File: src/rtl/smcg_params.svh
`ifndef SMCG_PARAMS_SVH
`define SMCG_PARAMS_SVH
// Sleep mode select encodings
`define SMCG_SM_IDLE 3'h0
`define SMCG_SM_ADCQ 3'h1
`define SMCG_SM_PDOWN 3'h2
`define SMCG_SM_PSAVE 3'h3
`define SMCG_SM_STBY 3'h6
`define SMCG_SM_XSTBY 3'h7
// Extra halt after wake by interrupt, in cycles
`define SMCG_IRQ_HALT_CYC 4'h4
// Standby wake time, in cycles
`define SMCG_STBY_WAKE_CYC 16'h0006
// Start-up count width
`define SMCG_CNT_W 16
// Number of gated peripherals, SRAM blocks
`define SMCG_NPERIPH 16
`define SMCG_NSRAM 4
// Timer 2 mask bit positions
`define SMCG_T2_OVF_BIT 0
`define SMCG_T2_CMPA_BIT 1
`define SMCG_T2_CMPB_BIT 2
`endif

File: src/rtl/smcg_pkg.sv
package smcg_pkg;
  typedef enum logic [2:0] {
    SMCG_ACTIVE = 3'b000,
    SMCG_SLEEP = 3'b001,
    SMCG_STARTUP = 3'b010,
    SMCG_HALT = 3'b011
  } smcg_state_e;
endpackage : smcg_pkg

File: src/rtl/smcg_sleep_ctrl.sv
`timescale 1ns/1ps
`include "smcg_params.svh"
module smcg_sleep_ctrl (
  // Clock and reset
  input wire logic clk,
  input wire logic rst_b,
  // Core side
  input wire logic sleep_instr,
  input wire logic sleep_enable_bit,
  input wire logic [2:0] sleep_mode_select,
  input wire logic global_irq_enable,
  input wire logic [`SMCG_CNT_W-1:0] clock_source_fuses,
  input wire logic trx_crystal_sel,
  input wire logic main_crystal_sel,
  // Timer 2 setup
  input wire logic [7:0] timer2_interrupt_mask,
  input wire logic timer2_enabled,
  input wire logic timer2_async,
  // Wake sources
  input wire logic ext_reset_req,
  input wire logic wdt_reset_req,
  input wire logic bod_reset_req,
  input wire logic twi_addr_match,
  input wire logic [3:0] upper_external_irqs,
  input wire logic [3:0] lower_external_irqs,
  input wire logic pin_change_irq,
  input wire logic symcnt_irq,
  input wire logic t2_ovf_evt,
  input wire logic t2_cmpa_evt,
  input wire logic t2_cmpb_evt,
  input wire logic other_irq,
  input wire logic adc_done_irq,
  // Analog users and power
  input wire logic adc_enabled,
  input wire logic acomp_enabled,
  input wire logic acomp_uses_ref,
  input wire logic brownout_level_fuses,
  input wire logic trx_asleep,
  input wire logic [`SMCG_NPERIPH-1:0] power_reduction_reg,
  input wire logic [`SMCG_NSRAM-1:0] sram_reduction,
  input wire logic radio_reduction,
  // Clock enables and controls
  output logic clk_cpu_en,
  output logic clk_flash_en,
  output logic clk_io_en,
  output logic clk_adc_en,
  output logic clk_asy_en,
  output logic main_osc_en,
  output logic timer_osc_en,
  output logic t2_sync_clk_en,
  output logic [`SMCG_NPERIPH-1:0] periph_clk_en,
  output logic [`SMCG_NPERIPH-1:0] periph_reg_access,
  output logic [`SMCG_NSRAM-1:0] sram_retention_switch,
  output logic radio_reset,
  output logic adc_power,
  output logic acomp_power,
  output logic bod_power,
  output logic vref_power,
  output logic cpu_run,
  output logic reset_wake,
  output logic deep_sleep
);

  smcg_pkg::smcg_state_e state_r;
  smcg_pkg::smcg_state_e state_nxt;
  logic [2:0] mode_r;
  logic [`SMCG_CNT_W-1:0] cnt_r;
  logic [`SMCG_CNT_W-1:0] cnt_nxt;
  logic irq_wake_r;
  logic sleeping;
  logic valid_mode;
  logic upper_level;
  logic t2_wake;
  logic rst_wake;
  logic wake;
  logic m_idle;
  logic m_adcq;
  logic m_pd_like;
  logic m_ps_like;
  logic m_osc_on;
  logic enter;

  // Reserved or crystal-less standby selects are refused, core stays running
  always_comb begin
    case (sleep_mode_select)
      `SMCG_SM_IDLE, `SMCG_SM_ADCQ, `SMCG_SM_PDOWN, `SMCG_SM_PSAVE: valid_mode = 1'b1;
      `SMCG_SM_STBY, `SMCG_SM_XSTBY: valid_mode = trx_crystal_sel;
      default: valid_mode = 1'b0;
    endcase
  end

  // Sleep needs both the enable bit and the instruction
  assign enter = sleep_instr && sleep_enable_bit && valid_mode;

  // Decoded latched mode
  assign sleeping = (state_r == smcg_pkg::SMCG_SLEEP);
  assign m_idle = (mode_r == `SMCG_SM_IDLE);
  assign m_adcq = (mode_r == `SMCG_SM_ADCQ);
  assign m_ps_like = (mode_r == `SMCG_SM_PSAVE) || (mode_r == `SMCG_SM_XSTBY);
  assign m_pd_like = (mode_r == `SMCG_SM_PDOWN) || (mode_r == `SMCG_SM_STBY);
  assign m_osc_on = (mode_r == `SMCG_SM_STBY) || (mode_r == `SMCG_SM_XSTBY);

  // Wake sources; a level on the upper lines must be held until seen
  assign upper_level = |upper_external_irqs;
  assign rst_wake = ext_reset_req || wdt_reset_req || bod_reset_req;
  assign t2_wake = global_irq_enable && timer2_enabled &&
    ((t2_ovf_evt && timer2_interrupt_mask[`SMCG_T2_OVF_BIT]) ||
     (t2_cmpa_evt && timer2_interrupt_mask[`SMCG_T2_CMPA_BIT]) ||
     (t2_cmpb_evt && timer2_interrupt_mask[`SMCG_T2_CMPB_BIT]));

  // Wake set per mode
  always_comb begin
    wake = rst_wake || twi_addr_match || upper_level || pin_change_irq;
    if (m_idle) begin
      wake = wake || (|lower_external_irqs) || symcnt_irq || t2_wake || other_irq || adc_done_irq;
    end else if (m_adcq) begin
      wake = wake || (|lower_external_irqs) || symcnt_irq || t2_wake || adc_done_irq;
    end else if (m_ps_like) begin
      wake = wake || (|lower_external_irqs) || symcnt_irq || t2_wake;
    end else begin
      wake = wake || (|lower_external_irqs) || symcnt_irq;
    end
  end

  // Sequencer: sleep, start-up delay, interrupt halt, run
  always_comb begin
    state_nxt = state_r;
    cnt_nxt = cnt_r;
    case (state_r)
      smcg_pkg::SMCG_ACTIVE: begin
        if (enter) begin
          state_nxt = smcg_pkg::SMCG_SLEEP;
        end
      end
      smcg_pkg::SMCG_SLEEP: begin
        if (wake) begin
          state_nxt = smcg_pkg::SMCG_STARTUP;
          if (m_osc_on) begin
            cnt_nxt = `SMCG_STBY_WAKE_CYC;
          end else if (m_pd_like || m_ps_like) begin
            cnt_nxt = clock_source_fuses;
          end else begin
            cnt_nxt = `SMCG_CNT_W'(1);
          end
        end
      end
      smcg_pkg::SMCG_STARTUP: begin
        if (cnt_r <= `SMCG_CNT_W'(1)) begin
          if (irq_wake_r) begin
            state_nxt = smcg_pkg::SMCG_HALT;
            cnt_nxt = `SMCG_CNT_W'(`SMCG_IRQ_HALT_CYC);
          end else begin
            state_nxt = smcg_pkg::SMCG_ACTIVE;
          end
        end else begin
          cnt_nxt = cnt_r - `SMCG_CNT_W'(1);
        end
      end
      smcg_pkg::SMCG_HALT: begin
        if (cnt_r <= `SMCG_CNT_W'(1)) begin
          state_nxt = smcg_pkg::SMCG_ACTIVE;
        end else begin
          cnt_nxt = cnt_r - `SMCG_CNT_W'(1);
        end
      end
      default: state_nxt = smcg_pkg::SMCG_ACTIVE;
    endcase
  end

  // State and counter
  always_ff @(posedge clk or negedge rst_b) begin
    if (!rst_b) begin
      state_r <= smcg_pkg::SMCG_ACTIVE;
      cnt_r <= '0;
    end else begin
      state_r <= state_nxt;
      cnt_r <= cnt_nxt;
    end
  end

  // Mode latched at entry so a later write cannot change gating mid-sleep
  always_ff @(posedge clk or negedge rst_b) begin
    if (!rst_b) begin
      mode_r <= `SMCG_SM_IDLE;
    end else if (state_r == smcg_pkg::SMCG_ACTIVE && enter) begin
      mode_r <= sleep_mode_select;
    end
  end

  // Reset wakes restart from the vector, so no interrupt halt
  always_ff @(posedge clk or negedge rst_b) begin
    if (!rst_b) begin
      irq_wake_r <= 1'b0;
      reset_wake <= 1'b0;
    end else if (sleeping && wake) begin
      irq_wake_r <= !rst_wake;
      reset_wake <= rst_wake;
    end else if (state_nxt == smcg_pkg::SMCG_ACTIVE) begin
      reset_wake <= 1'b0;
    end
  end

  // Domain clock enables, from next state so they switch on the same edge
  always_ff @(posedge clk or negedge rst_b) begin
    if (!rst_b) begin
      cpu_run <= 1'b1;
      clk_cpu_en <= 1'b1;
      clk_flash_en <= 1'b1;
      clk_io_en <= 1'b1;
      clk_adc_en <= 1'b1;
      clk_asy_en <= 1'b1;
      main_osc_en <= 1'b1;
      timer_osc_en <= 1'b1;
      t2_sync_clk_en <= 1'b1;
    end else begin
      cpu_run <= (state_nxt == smcg_pkg::SMCG_ACTIVE);
      clk_cpu_en <= (state_nxt == smcg_pkg::SMCG_ACTIVE);
      clk_flash_en <= (state_nxt == smcg_pkg::SMCG_ACTIVE);
      if (state_nxt == smcg_pkg::SMCG_SLEEP) begin
        clk_io_en <= sel_is(state_r, sleep_mode_select, mode_r, 2'h0);
        clk_adc_en <= sel_is(state_r, sleep_mode_select, mode_r, 2'h1);
        clk_asy_en <= sel_is(state_r, sleep_mode_select, mode_r, 2'h1) ||
          (ps_sel(state_r, sleep_mode_select, mode_r) && timer2_enabled && timer2_async);
        main_osc_en <= sel_is(state_r, sleep_mode_select, mode_r, 2'h1) ||
          osc_sel(state_r, sleep_mode_select, mode_r) || !main_crystal_sel ||
          (ps_sel(state_r, sleep_mode_select, mode_r) && timer2_enabled && !timer2_async);
        timer_osc_en <= sel_is(state_r, sleep_mode_select, mode_r, 2'h1) ||
          (ps_sel(state_r, sleep_mode_select, mode_r) && timer2_enabled && timer2_async);
        t2_sync_clk_en <= ps_sel(state_r, sleep_mode_select, mode_r) &&
          timer2_enabled && !timer2_async;
      end else begin
        clk_io_en <= 1'b1;
        clk_adc_en <= 1'b1;
        clk_asy_en <= 1'b1;
        main_osc_en <= 1'b1;
        timer_osc_en <= 1'b1;
        t2_sync_clk_en <= 1'b1;
      end
    end
  end

  // Mode seen by the gating logic: the entering select, or the latched one
  function automatic logic [2:0] eff_mode(input smcg_pkg::smcg_state_e st,
                                          input logic [2:0] sel, input logic [2:0] lat);
    eff_mode = (st == smcg_pkg::SMCG_ACTIVE) ? sel : lat;
  endfunction : eff_mode

  // True in idle (code 0) or, with lvl 1, in idle or ADC quiet
  function automatic logic sel_is(input smcg_pkg::smcg_state_e st, input logic [2:0] sel,
                                  input logic [2:0] lat, input logic [1:0] lvl);
    logic [2:0] m;
    m = eff_mode(st, sel, lat);
    sel_is = (m == `SMCG_SM_IDLE) || (lvl == 2'h1 && m == `SMCG_SM_ADCQ);
  endfunction : sel_is

  function automatic logic ps_sel(input smcg_pkg::smcg_state_e st, input logic [2:0] sel,
                                  input logic [2:0] lat);
    logic [2:0] m;
    m = eff_mode(st, sel, lat);
    ps_sel = (m == `SMCG_SM_PSAVE) || (m == `SMCG_SM_XSTBY);
  endfunction : ps_sel

  function automatic logic osc_sel(input smcg_pkg::smcg_state_e st, input logic [2:0] sel,
                                   input logic [2:0] lat);
    logic [2:0] m;
    m = eff_mode(st, sel, lat);
    osc_sel = (m == `SMCG_SM_STBY) || (m == `SMCG_SM_XSTBY);
  endfunction : osc_sel

  // Per-peripheral gating; the peripheral keeps its flops, so state survives
  genvar gi;
  generate
    for (gi = 0; gi < `SMCG_NPERIPH; gi = gi + 1) begin : g_periph
      always_ff @(posedge clk or negedge rst_b) begin
        if (!rst_b) begin
          periph_clk_en[gi] <= 1'b1;
          periph_reg_access[gi] <= 1'b1;
        end else begin
          periph_clk_en[gi] <= !power_reduction_reg[gi];
          periph_reg_access[gi] <= !power_reduction_reg[gi];
        end
      end
    end
  endgenerate

  // SRAM switch and radio reset do not retain state, unlike other peripherals
  always_ff @(posedge clk or negedge rst_b) begin
    if (!rst_b) begin
      sram_retention_switch <= '1;
      radio_reset <= 1'b0;
    end else begin
      sram_retention_switch <= ~sram_reduction;
      radio_reset <= radio_reduction;
    end
  end

  // Analog power; deep sleep is power-down/save or either standby with the radio idle
  always_ff @(posedge clk or negedge rst_b) begin
    if (!rst_b) begin
      adc_power <= 1'b0;
      acomp_power <= 1'b0;
      bod_power <= 1'b0;
      vref_power <= 1'b0;
      deep_sleep <= 1'b0;
    end else begin
      deep_sleep <= sleeping && (m_pd_like || m_ps_like) && (trx_asleep || radio_reduction);
      adc_power <= adc_enabled;
      acomp_power <= acomp_enabled && (!sleeping || m_idle || m_adcq || acomp_uses_ref);
      bod_power <= brownout_level_fuses && !deep_sleep;
      vref_power <= (brownout_level_fuses && !deep_sleep) || adc_enabled ||
        (acomp_enabled && (!sleeping || m_idle || m_adcq || acomp_uses_ref));
    end
  end
endmodule : smcg_sleep_ctrl

File: config.mk
export PLATFORM = sky130hd
export DESIGN_NAME = smcg_sleep_ctrl
export DESIGN_NICKNAME = d
export VERILOG_FILES = /design/src/rtl/smcg_pkg.sv /design/src/rtl/smcg_sleep_ctrl.sv
export VERILOG_INCLUDE_DIRS = /design/src /design/src/rtl
export SDC_FILE = /design/constraint.sdc
export NUM_CORES = 1
export LEC_CHECK = 0
export ABC_AREA = 1
export BUFFER_PORTS_ARGS = -buffer_cell sky130_fd_sc_hd__buf_2
export CAP_MARGIN = 20
export CORE_MARGIN = 2
export CORE_UTILIZATION = 51
export DETAILED_ROUTE_END_ITERATION = 16
export GPL_ROUTABILITY_DRIVEN = 0
export PLACE_DENSITY = 0.86
export SLEW_MARGIN = 20
export SYNTH_ARGS = -nofsm -noshare
export SYNTH_HDL_FRONTEND = slang
export SYNTH_SLANG_ARGS = --single-unit
File: constraint.sdc
create_clock -name clk -period 3.11 [get_ports clk]
set_clock_uncertainty 0.1 [all_clocks]
set_input_delay 0.4665 -clock clk [delete_from_list [all_inputs] [get_ports clk]]
set_output_delay 0.4665 -clock clk [all_outputs]
set_load 0.02 [all_outputs]
**Yosys cells after proc, flatten, opt, wreduce, memory -nomap -nowiden**

Cells that the tools add are included.

- Input port bits: 81
- Register bits: 56
- Output and inout port bits: 52

- $add $sub $neg: 1
- Equality and inequality tests: 21
- Magnitude comparators: 1
- Multiplexer cells: 25
- Reduce and logical (&&, ||, !) cells: 79
- Bitwise gates (word level): 1

Operator list:

| kind | number |
|---|---|
| 16-bit two-way mux | 6 |
| 16-bit case mux with 3 select lines | 1 |
| 1-bit logical OR | 30 |
| 3-bit by 2-bit == test with 1-bit output, second input constant | 7 |
| 1-bit zero test | 21 |
| 3-bit == test, second input constant | 6 |
| 16-bit by 1-bit <= comparator with 1-bit output, second input constant | 1 |
| 1-bit logical AND | 16 |
| 16-bit by 1-bit subtractor with 16-bit output, second input constant | 1 |
| 3-bit by 1-bit == test with 1-bit output, second input constant | 5 |
| 3-bit zero test | 5 |
| 3-bit two-way mux | 5 |
| 3-bit case mux with 4 select lines | 1 |
| 4-bit OR reduction | 3 |
| 1-bit two-way mux | 10 |
| 4-bit inverter | 1 |
| 4-bit AND reduction | 1 |
| 3-bit inequality test, second input constant | 1 |
| 3-bit nonzero test | 1 |
| 2-bit two-way mux | 1 |
| 2-bit by 1-bit inequality test with 1-bit output, second input constant | 1 |
| 2-bit inequality test, second input constant | 1 |
| 1-bit case mux with 2 select lines | 1 |
| 2-bit nonzero test | 1 |
| 2-bit OR reduction | 1 |

**Longest topological paths before layout**

Gate-level depths: netlist of the first run.

- Word-level depth: 16
- Mapped depth: 14
- Mapped depth without buffers: 13

**Least setup slack after synthesis of the first run**

OpenSTA, ideal clock, no wires.

- Path kind: flip-flop to flip-flop
- Start: reg cnt_r[0]
- End: reg cnt_r[4]
- Buffers on the path: 1
- Setup slack: 1289 ps
- Stages on the path, launching flop included: 13
- Arrival: 1592 ps
- Cell sequence: dfrtp_1 -> inv_1 -> ha_1 -> inv_1 -> nand2_1 -> nand2_1 -> nor2_1 -> nand2_2 -> a21oi_1 -> buf_4 -> nor2_1 -> o21ai_0 -> o21ai_0

- Word-level cells in the longest chain between the ends: 3
- Elaborated cells on any way between the ends: 8
- Classes of those cells: add/sub (1); order compare (1); eq/ne (2); mux (3); reduce/logical (1)

Ends and longest elaborated chain:

| element | RTL line | RTL |
|---|---|---|
| from (decl) | smcg_sleep_ctrl.sv:67 | `` logic [`SMCG_CNT_W-1:0] cnt_r; `` |
| from (signal assigned) | smcg_sleep_ctrl.sv:177 | `cnt_r <= cnt_nxt;` |
| 16-bit by 1-bit subtractor with 16-bit output or 16-bit by 1-bit <= comparator with 1-bit output (tied branches) | - |  |
| 16-bit two-way mux (tied with other cells) | smcg_sleep_ctrl.sv:160 | `` if (cnt_r <= `SMCG_CNT_W'(1)) begin `` |
| 16-bit case mux with 3 select lines or 4-bit AND reduction (tied branches) | - |  |

Several ways; a longest one is shown, not always the timed one. The select of a mux whose other input is x is not followed.
A chain may end at the register's enable or synchronous reset.

**Worst setup path after layout of the first run**

- Start: reg cnt_r[0]
- End: reg cnt_r[2]

Same word-level chain as after synthesis.

==> impl.org, run 1 <==
** Setup path
- For the worst setup path, the data arrival time is roughly 2.2 ns.
- Worst Setup Path Type :: flop to flop
- The worst setup path is captured at a flop.
- Max stage delay cell, worst path :: dfrtp_1
- Kind of cell adding the most delay to the critical path :: simple AND/OR/NAND/NOR gates
- Counting both buffers and inverters, the worst setup path holds a total of 3.
- STA puts the critical path data required time at 3.21 ns.
- The critical path goes through inv_1 -> ha_1 -> inv_1 -> nand2_1 -> nand2_1 -> nor2_1 -> nand2_2 -> nor2_2 -> nand2_2 -> nand3_4 -> inv_4 -> o21ai_0 -> nand2_1.
- Most numerous cell on the critical path :: nand2_1
- Critical path startpoint category :: flop
- The worst register-to-register path has a setup slack of around 1.0 ns.
- Peak fanout along the critical path :: 18
- Slowest stage delay, CP :: approximately 0.42 ns

** Clock network
- Number of sinks handled by clock tree synthesis :: 56
- Worst skew pair latency :: 0.31 ns
- Hold repair after CTS inserted 0 buffers.
- TritonCTS built the clock tree.
- No sink is reached through more buffers than the 2 on the longest clock path.
- The cell sitting at the root of the clock tree is a clkbuf_8.
- Buffers inserted during clock tree synthesis total 5.
- The number of gates resized after CTS was 0.
- Post-CTS repair timing setup buffer count :: 0
- Clock-pin slew was measured on the worst setup and hold paths at 0.10 ns.
- The H-tree was split into 2 levels.

** Timing
- Number of pins with negative max-slew slack in the final report :: 0
- Min Tclk post-route :: around 2.1 ns
- Final hold analysis gives a worst-case slack of around 0.047 ns.
- In the final timing run, aggregate negative setup slack is 0 ns.
- The worst pin sits at a relative slew slack of roughly 61%.
- Max Freq :: about 0.48 GHz
- Setup violations remaining at the end of the flow were counted as 0.
- The final number of hold-violating endpoints was 0.
- Setup repair after global routing left no endpoint under its margin.
- At the pin with the least slew margin, the transition time is 0.5820 ns.
- In the finished design, the share of the clock period the worst path needs comes to 67.08%.

** Logic synthesis
- Yosys reg bits :: between 50 and 60
- Summing the areas of all fa, ha and maj instances in the mapped netlist gives 0.8595% of the synthesized area.
- After synthesis, the mean cell area works out to 7.869 um^2.
- Number of instances in the synthesized netlist :: 370
- Post-synth EDFFs :: 0
- Portion of netlist area occupied by mux cells :: 0%
- The number of nets in the synthesized netlist is 453.
- Summing the areas of all and, or, nand and nor instances in the mapped netlist gives 25.61% of the synthesized area.
- Share of synthesized area occupied by flip-flops and latches :: 49.25%
- After synthesis, the largest family of logic cells by area is simple AND/OR/NAND/NOR gates.
- In this run the cell area of the synthesized design comes to slightly below 3000 um^2.
- Number of library cell types mapped by synthesis :: 29
- Dominant register cell in the synthesized netlist :: dfrtp_1
- Xor and xnor fraction of the mapped netlist area :: 2.707%
- The synthesized netlist devotes 8.165% of its cell area to compound gates.
- After synthesis, the share of flip-flops with an asynchronous set or reset is 100.0%.
- Number of warnings reported in the yosys synthesis log :: 0

** Placement
- Estimated wirelength of the detail-placed design :: 4833 um
- Input and output buffers added on the ports amount to 127.

** Detailed routing
- After detailed routing, the average wire length per cell comes to 11.06 um.
- Remaining antenna violation count :: 0
- Summed over all layers, the routed wires come to 6159 um.
- Detailed-route DRC error count :: 0
- After detailed routing, the number of vias per cell comes to 4.657.
- The first detailed-routing pass took 4 iterations.
- The routed layout has 2594 vias.
- Count of routing violations after the opening detailed-route iteration :: 161

** Cells and area
- The net count of the finished layout is between 500 and 600.
- Proportion of layout cells with a drive suffix above 1 :: a little over a third
- In the final layout, the multi-input gates occupy 1091 um^2.
- Compared with the post-synthesis result, the final layout area differs by 22.99%.
- Fill cell total of the finished layout :: 472
- Total area of sequential cells :: roughly 1400 um^2
- The repair_antennas step left the layout with diodes totalling 0.

** Floorplanning
- Row cnt :: 27
- After floorplanning, the core was sized to cover 5507 um^2.
- Pin placement for this block handled 133 I/O pins.
- The initial utilization of the core area, before any placement, comes to between 50% and 60%.
- The floorplan step set the die width to between 70 and 80 um.
- Measured along the y axis, the die boundary spans 79.56 um.
- The floorplan step defined a die boundary enclosing 6329 um^2.

** Global routing
- For this run the aggregate overflow at the end of global routing stands at 0.
- The number of antenna violations at the first check in global routing is 0.
- Entering global routing, the biggest net connects 49 pins.
- First-pass GRT wire length :: 10420 um
- Aggregate global-route resource usage :: 20.80%
- The via count of the first global-routing pass came to about 2500.

** Power
- In this run the static leakage power is 1.929 nW.
- Power spread over the standard cell area amounts to 554.9 nW/um^2.
- IR analysis of the VDD net gives a maximum drop of 0.2716 mV.

** Hold path
- Worst Hold Class :: primary input to asynchronous set/reset pin

** Run status
- Result of the run :: completed

** Flow run
- Max-capacitance violation count :: 0
==> power breakdown <==
| group | switching, mW | internal [mW] | total, mW |
|---|---|---|---|
| logic | 0.404 | 0.247 | 0.651 |
| registers | 0.0932 | 0.831 | 0.924 |
| clock network | 0.246 | 0.166 | 0.412 |
==> synth_stat cells, types with 2 or more instances <==
cell     count  area, um^2
nand4_1      3       18.77
nor2_2       3       18.77
xor2_1       7       61.31
ha_1         2       25.02
buf_4       20       150.1
a21oi_1      6       30.03
inv_1       52       195.2
nor2_1      48       180.2
buf_6        2       22.52
nand2_2      2       12.51
nand3_1     13       65.06
nand2_1    105       394.1
nor2_4       2       22.52
nor3_1       2       10.01
inv_2        2       7.510
o21ai_0     31       155.2
dfrtp_1     30       750.7
dfstp_2     26       683.2
o21a_1       3       22.52
xnor2_1      2       17.52
==> stage by stage <==
stage	instance area [um^2]	utilization [%]	total power, mW	instances	setup slack, ns
global placement	3482	63.24	1.559	549	1.047
finish	3581	65.03	1.987	557	1.024
detailed placement	3482	63.24	1.583	549	1.009
floorplan	2912	-	1.406	370	1.289
CTS	3578	64.99	2.002	557	0.9914
global route	3581	65.03	2.150	557	0.7946
==> placed cells by master, fill, tap and decap left out <==
cell	synthesis	final
buf_4	20	4
o21a_1	3	3
xor2_1	7	7
xnor2_1	2	2
nor3_1	2	2
a21oi_1	6	6
nand3_4	1	1
o21ai_0	31	31
inv_4	1	1
ha_1	2	2
o21ai_2	1	1
or3_1	1	1
conb_1	1	1
clkbuf_8	0	5
nand3_1	13	13
nor2_4	2	2
dfstp_2	26	26
clkinvlp_4	0	1
clkinv_4	0	1
inv_1	52	52
nand2_1	105	105
inv_8	0	1
buf_2	1	126
a21boi_0	1	1
inv_2	2	2
o22ai_1	1	1
nor2_1	48	48
nand2_2	2	2
nand4_1	3	3
dfrtp_1	30	30
o31ai_1	1	1
nor2_2	3	3
==> worst paths after layout <==
kind | start | to | cells after the start
setup / recovery | cnt_r[0]$_DFFE_PN0P_ | cnt_r[2]$_DFFE_PN0P_ | 13
hold / removal | rst_b | cnt_r[5]$_DFFE_PN0P_ | 1
setup reg to reg | cnt_r[0]$_DFFE_PN0P_ | cnt_r[2]$_DFFE_PN0P_ | 13
hold reg to reg | deep_sleep$_DFF_PN0_ | bod_power$_DFF_PN0_ | 1
max in group asynchronous | rst_b | sram_retention_switch[3]$_DFF_PN1_ | 2
min in group clk | power_reduction_reg[10] | periph_reg_access[10]$_DFF_PN1_ | 2
==> layer usage <==
metal	GRT usage, %	vias to the layer above	wire length (um)
met4	5.862	0	86
li1	-	1336	-
met1	24.66	1164	2537
met3	3.507	7	365
met2	38.49	87	3170
met5	0	-	0
==> worst register-to-register path, delay by kind of cell (launching register included) <==
family	cells	cell delay, ns
compound gates	1	0.09
flops	1	0.42
fa+ha+maj	1	0.24
buf+inv	3	0.33
simple gates	8	0.80
==> cells by family after synthesis <==
kind of cell | after synthesis
compound gates | 44
xor+xnor | 9
fa+ha+maj | 2
buf+inv | 78
flops | 56
other cells | 1
simple gates | 180
==> flip-flops by register name (all words and copies together), names as in the netlist, 3 cells and up <==
register               flops
state_r                    3
sram_retention_switch      4
cnt_r                     16
periph_reg_access         15
mode_r                     3
==> area by class of cell <==
cell class	count	area share [%]
inverter	55	5.835
sequential	56	40.04
multi-input combinational	236	30.47
clock inverter	3	0.7687
tap	72	2.516
timing repair buffer	130	18.45
clock buffer	5	1.922
Note: power is estimated with default switching activity, not from simulation.
==> inputs of run 2 (changes only) <==
Settings changed: ABC_AREA 1 to 0, CORE_UTILIZATION 51 to 42, PLACE_DENSITY 0.86 to 0.77.
Clock period 3.11 ns to 1.75 ns, I/O delays scaled along.
==> run 2 against run 1 <==
The run now ends with negative setup slack left. Total power increased by 110%. Non-clock buffer count increased by 96. Setup slack got worse by 1.5 ns. Critical endpoint is now cnt_r[7]$_DFFE_PN0P_. Largest power group is now combinational logic.
==> impl.org, run 2 <==
** Run status
- Result of the run :: finished with violations
- Violated checks :: negative setup slack

** Setup path
- Critical path data arrival time :: 2.39 ns
- Worst Setup Path Type :: flop to flop
- Peak fanout along the critical path :: 7
- The worst setup path is launched from a flop.
- Element type at the critical path end :: flop
- For the worst setup path, the data required time is 1.86 ns.

** Cells and area
- Fill cell total of the finished layout :: 479
- Top flop regs :: cnt_r x16, periph_reg_access x15, sram_retention_switch x4
- Number of flip-flops under the largest register name :: 16
- Share of the core filled with cells in the final layout :: 69.24%
- Cells with a size suffix above 1 make up 55.88% of the layout.
- Final standard cell area without fillers :: about 4400 um^2
- From synthesis to final layout, the design area changed by 61.09%.
- Number of nets in the layout :: 567
- Ranked by flip-flop count, first place goes to cnt_r.
- After the flow finishes, the layout carries non-filler instances totaling between 500 and 600.
- Most frequent cells in the layout :: buf_2 (127), buf_4 (66), nand2_1 (45), dfrtp_1 (30), dfstp_2 (26)
- Final antenna diode count :: 0
- Commonest non-fill, non-tap cell in the layout :: buf_2

** Clock network
- The H-tree generated during clock tree synthesis spans 2 levels.
- Maximum buffer depth of the clock tree :: 2
- Number of sinks handled by clock tree synthesis :: 56
- Worst skew pair latency :: roughly 0.32 ns
- The number of clock buffers added by TritonCTS is 5.
- The tree is rooted in a clkbuf_8.
- TritonCTS built the clock tree.
- Register clock-pin slew on the reported worst setup and hold paths :: ~0.11 ns

** Floorplanning
- Floorplan die area :: 7121 um^2
- The initial utilization of the core area, before any placement, comes to 42.98%.
- Vert. Die Dim :: 84.39 um
- approximately 130 I/O pins were placed.
- Area of the core :: 6314 um^2
- Row cnt :: 29
- DIE WIDTH :: between 80 and 90 um

** Logic synthesis
- Number of warnings reported in the yosys synthesis log :: 0
- After technology mapping, the gate count stands at about 280.
- Top cells by area, synth :: dfrtp_1 (28%), dfstp_2 (25%), nand2_1 (6.4%)
- Of all cell types, the one taking the most synthesized area is dfrtp_1.
- Proportion of synthesized flip-flops having asynchronous set or reset :: 100.0%
- After synthesis the netlist holds a flip-flop and latch count of 56.
- Counting flops with a built-in enable in the synthesized netlist gives 0.
- The synthesized design devotes to its leading area cell type roughly 28% of total area.
- Sequential elements use 52.84% of the synthesized area.
- For this run, the leading register cell type out of synthesis is dfrtp_1.
- After synthesis, the mean cell area works out to a little under 10 um^2.
- Number of library cell types mapped by synthesis :: 46
- The number of nets in the synthesized netlist is 359.
- In the synthesized netlist, the cells that appear most often are nand2_1 (46), dfrtp_1 (30), dfstp_2 (26).
- Most numerous cell in the Yosys netlist :: nand2_1
- Synthesized area :: 2714 um^2

** Power
- Switching part of the total :: between 30% and 40%
- Worst voltage drop across the vdd grid :: 0.4743 mV
- Sequential power share :: 38.6%
- Part of the power in the clock network :: between 10% and 20%
- Leakage power total :: 2.157 nW
- Per report_power, the combinational group accounts for 42.8% of the total.
- PD cells :: between 900 and 1000 nW/um^2
- Cell internal power was estimated by the tool at 2.686 mW.
- Reported net switching power :: 1.425 mW

** Detailed routing
- The routed design has 7925 um of wire.
- Via-per-instance ratio :: 5.018
- Detailed-route DRC error count :: 0
- In this run the remaining antenna-violating nets after routing total 0.
- The routed layout has 2820 vias.
- Count of routing violations after the opening detailed-route iteration :: 155
- First-pass detailed-route iteration total :: 4
- Average wire length per cell after detail routing :: 14.10 um

** Timing
- The final number of hold-violating endpoints is 0.
- Actual transition at the worst max-transition pin :: 0.5921 ns
- Setup repair after global routing missed its margin :: yes
- The max-slew violation total from the final report was 0.
- Setup violations remaining at the end of the flow were counted as 30.
- Of the available clock period, the critical path in the final layout requires 130.0%.
- After layout, the worst setup slack is -0.5256 ns.
- Min Tclk post-route :: around 2.3 ns
- Max Freq :: 0.4394 GHz
- Worst slew margin relative to its limit :: 60.48%
- Worst slack on hold paths :: 0.03845 ns

** Placement
- Setup slack after placement :: -0.6838 ns
- Buffers placed on the I/O ports in this run total 127.
- Estimated wirelength of the detail-placed design :: between 5000 and 6000 um
- In this run, placement finished with an instance count of 517.
- Placed cell area :: 3784 um^2

** Flow run
- Max-capacitance violation count :: 0

** Global routing
- Largest net degree at the start of global routing :: 57
- The number of antenna violations at the first check in global routing came to 0.
- Via count of the first global-routing pass :: roughly 2800
- Overflow left after global routing :: 0
- Across every metal layer, demand over resource in global routing totals between 20% and 30%.
- The first global-routing pass estimated 12530 um of wire.

** Hold path
- The tightest min-delay check is of the primary input to flop type.
[run 2: kinds of logic after synthesis]
kind of cell,after synthesis,synth area share (%)
compound gates,65,16.92
xor+xnor,2,0.6456
fa+ha+maj,2,0.9219
buf+inv,51,10.10
flops,56,52.84
mux,4,1.660
other cells,1,0.1382
simple gates,95,16.78
[run 2: path summary, 6_finish.rpt]
| path | start | end | slack (ns) | cells past startpoint |
|---|---|---|---|---|
| min in group asynchronous | rst_b | cnt_r[2]$_DFFE_PN0P_ | 0.40 | 3 |
| hold reg to reg | deep_sleep$_DFF_PN0_ | bod_power$_DFF_PN0_ | 0.34 | 1 |
| max in group asynchronous | rst_b | cpu_run$_DFF_PN1_ | 0.86 | 3 |
| setup reg to reg | cnt_r[13]$_DFFE_PN0P_ | cnt_r[7]$_DFFE_PN0P_ | -0.53 | 7 |
| setup / recovery | cnt_r[13]$_DFFE_PN0P_ | cnt_r[7]$_DFFE_PN0P_ | -0.53 | 7 |
| hold / removal | timer2_async | t2_sync_clk_en$_DFF_PN1_ | 0.04 | 2 |
[run 2: final cells by class]
| cell class | count | area, um^2 | area share [%] |
|---|---|---|---|
| Tap cell | 77 | 96.34 | 2.204 |
| Clock inverter | 3 | 27.53 | 0.6297 |
| Timing Repair Buffer | 226 | 1483 | 33.92 |
| Inverter | 25 | 93.84 | 2.147 |
| Sequential cell | 56 | 1434 | 32.80 |
| Clock buffer | 5 | 68.82 | 1.574 |
| Multi-Input combinational cell | 170 | 1169 | 26.73 |
[run 2: power groups by stage]
stage                     Sequential (mW)  Clock [mW]  Combinational, mW
after CTS                            1.59       0.786               1.70
after detailed placement             1.61           0               1.51
after global placement               1.60           0               1.49
after floorplan                      1.68           0              0.744
final                                1.58       0.768               1.76
after global routing                 1.61       0.843               1.90
[run 2: metal layers]
layer  up-vias  track usage, %  share of wire, %
li1       1349               -                 -
met1      1339           25.82                39
met2       117           40.55                53
met3        15           3.441               5.6
met4         0           6.349               2.0
met5         -               0                 0
[run 2: per-stage QoR]
step / setup TNS, ns / power [mW]
2_1_floorplan: -6.803 / 2.427
3_5_place_dp: -11.01 / 3.128
3_3_place_gp: -9.314 / 3.088
4_1_cts: -8.324 / 4.066
6_report: -9.369 / 4.110
5_1_grt: -11.14 / 4.354
[run 2: what timing repair did]
action | 4_1_cts | 5_1_grt
buffers inserted | 9 | 4
setup endpoints to repair | 30 | 30
gates cloned | 1 | 0
resized for setup | 20 | 16
pin swaps | 10 | 5
hold buffers | 23 | 0
hold endpoints to repair | 52 | 0
[run 2: worst max-delay path, cell delays in order, from the launching register on]
cell	delay (ns)
dfrtp_1	0.40
or4_4	0.57
nor4_4	0.24
buf_4	0.19
a31oi_4	0.09
buf_6	0.14
a32o_1	0.25
a22o_1	0.18
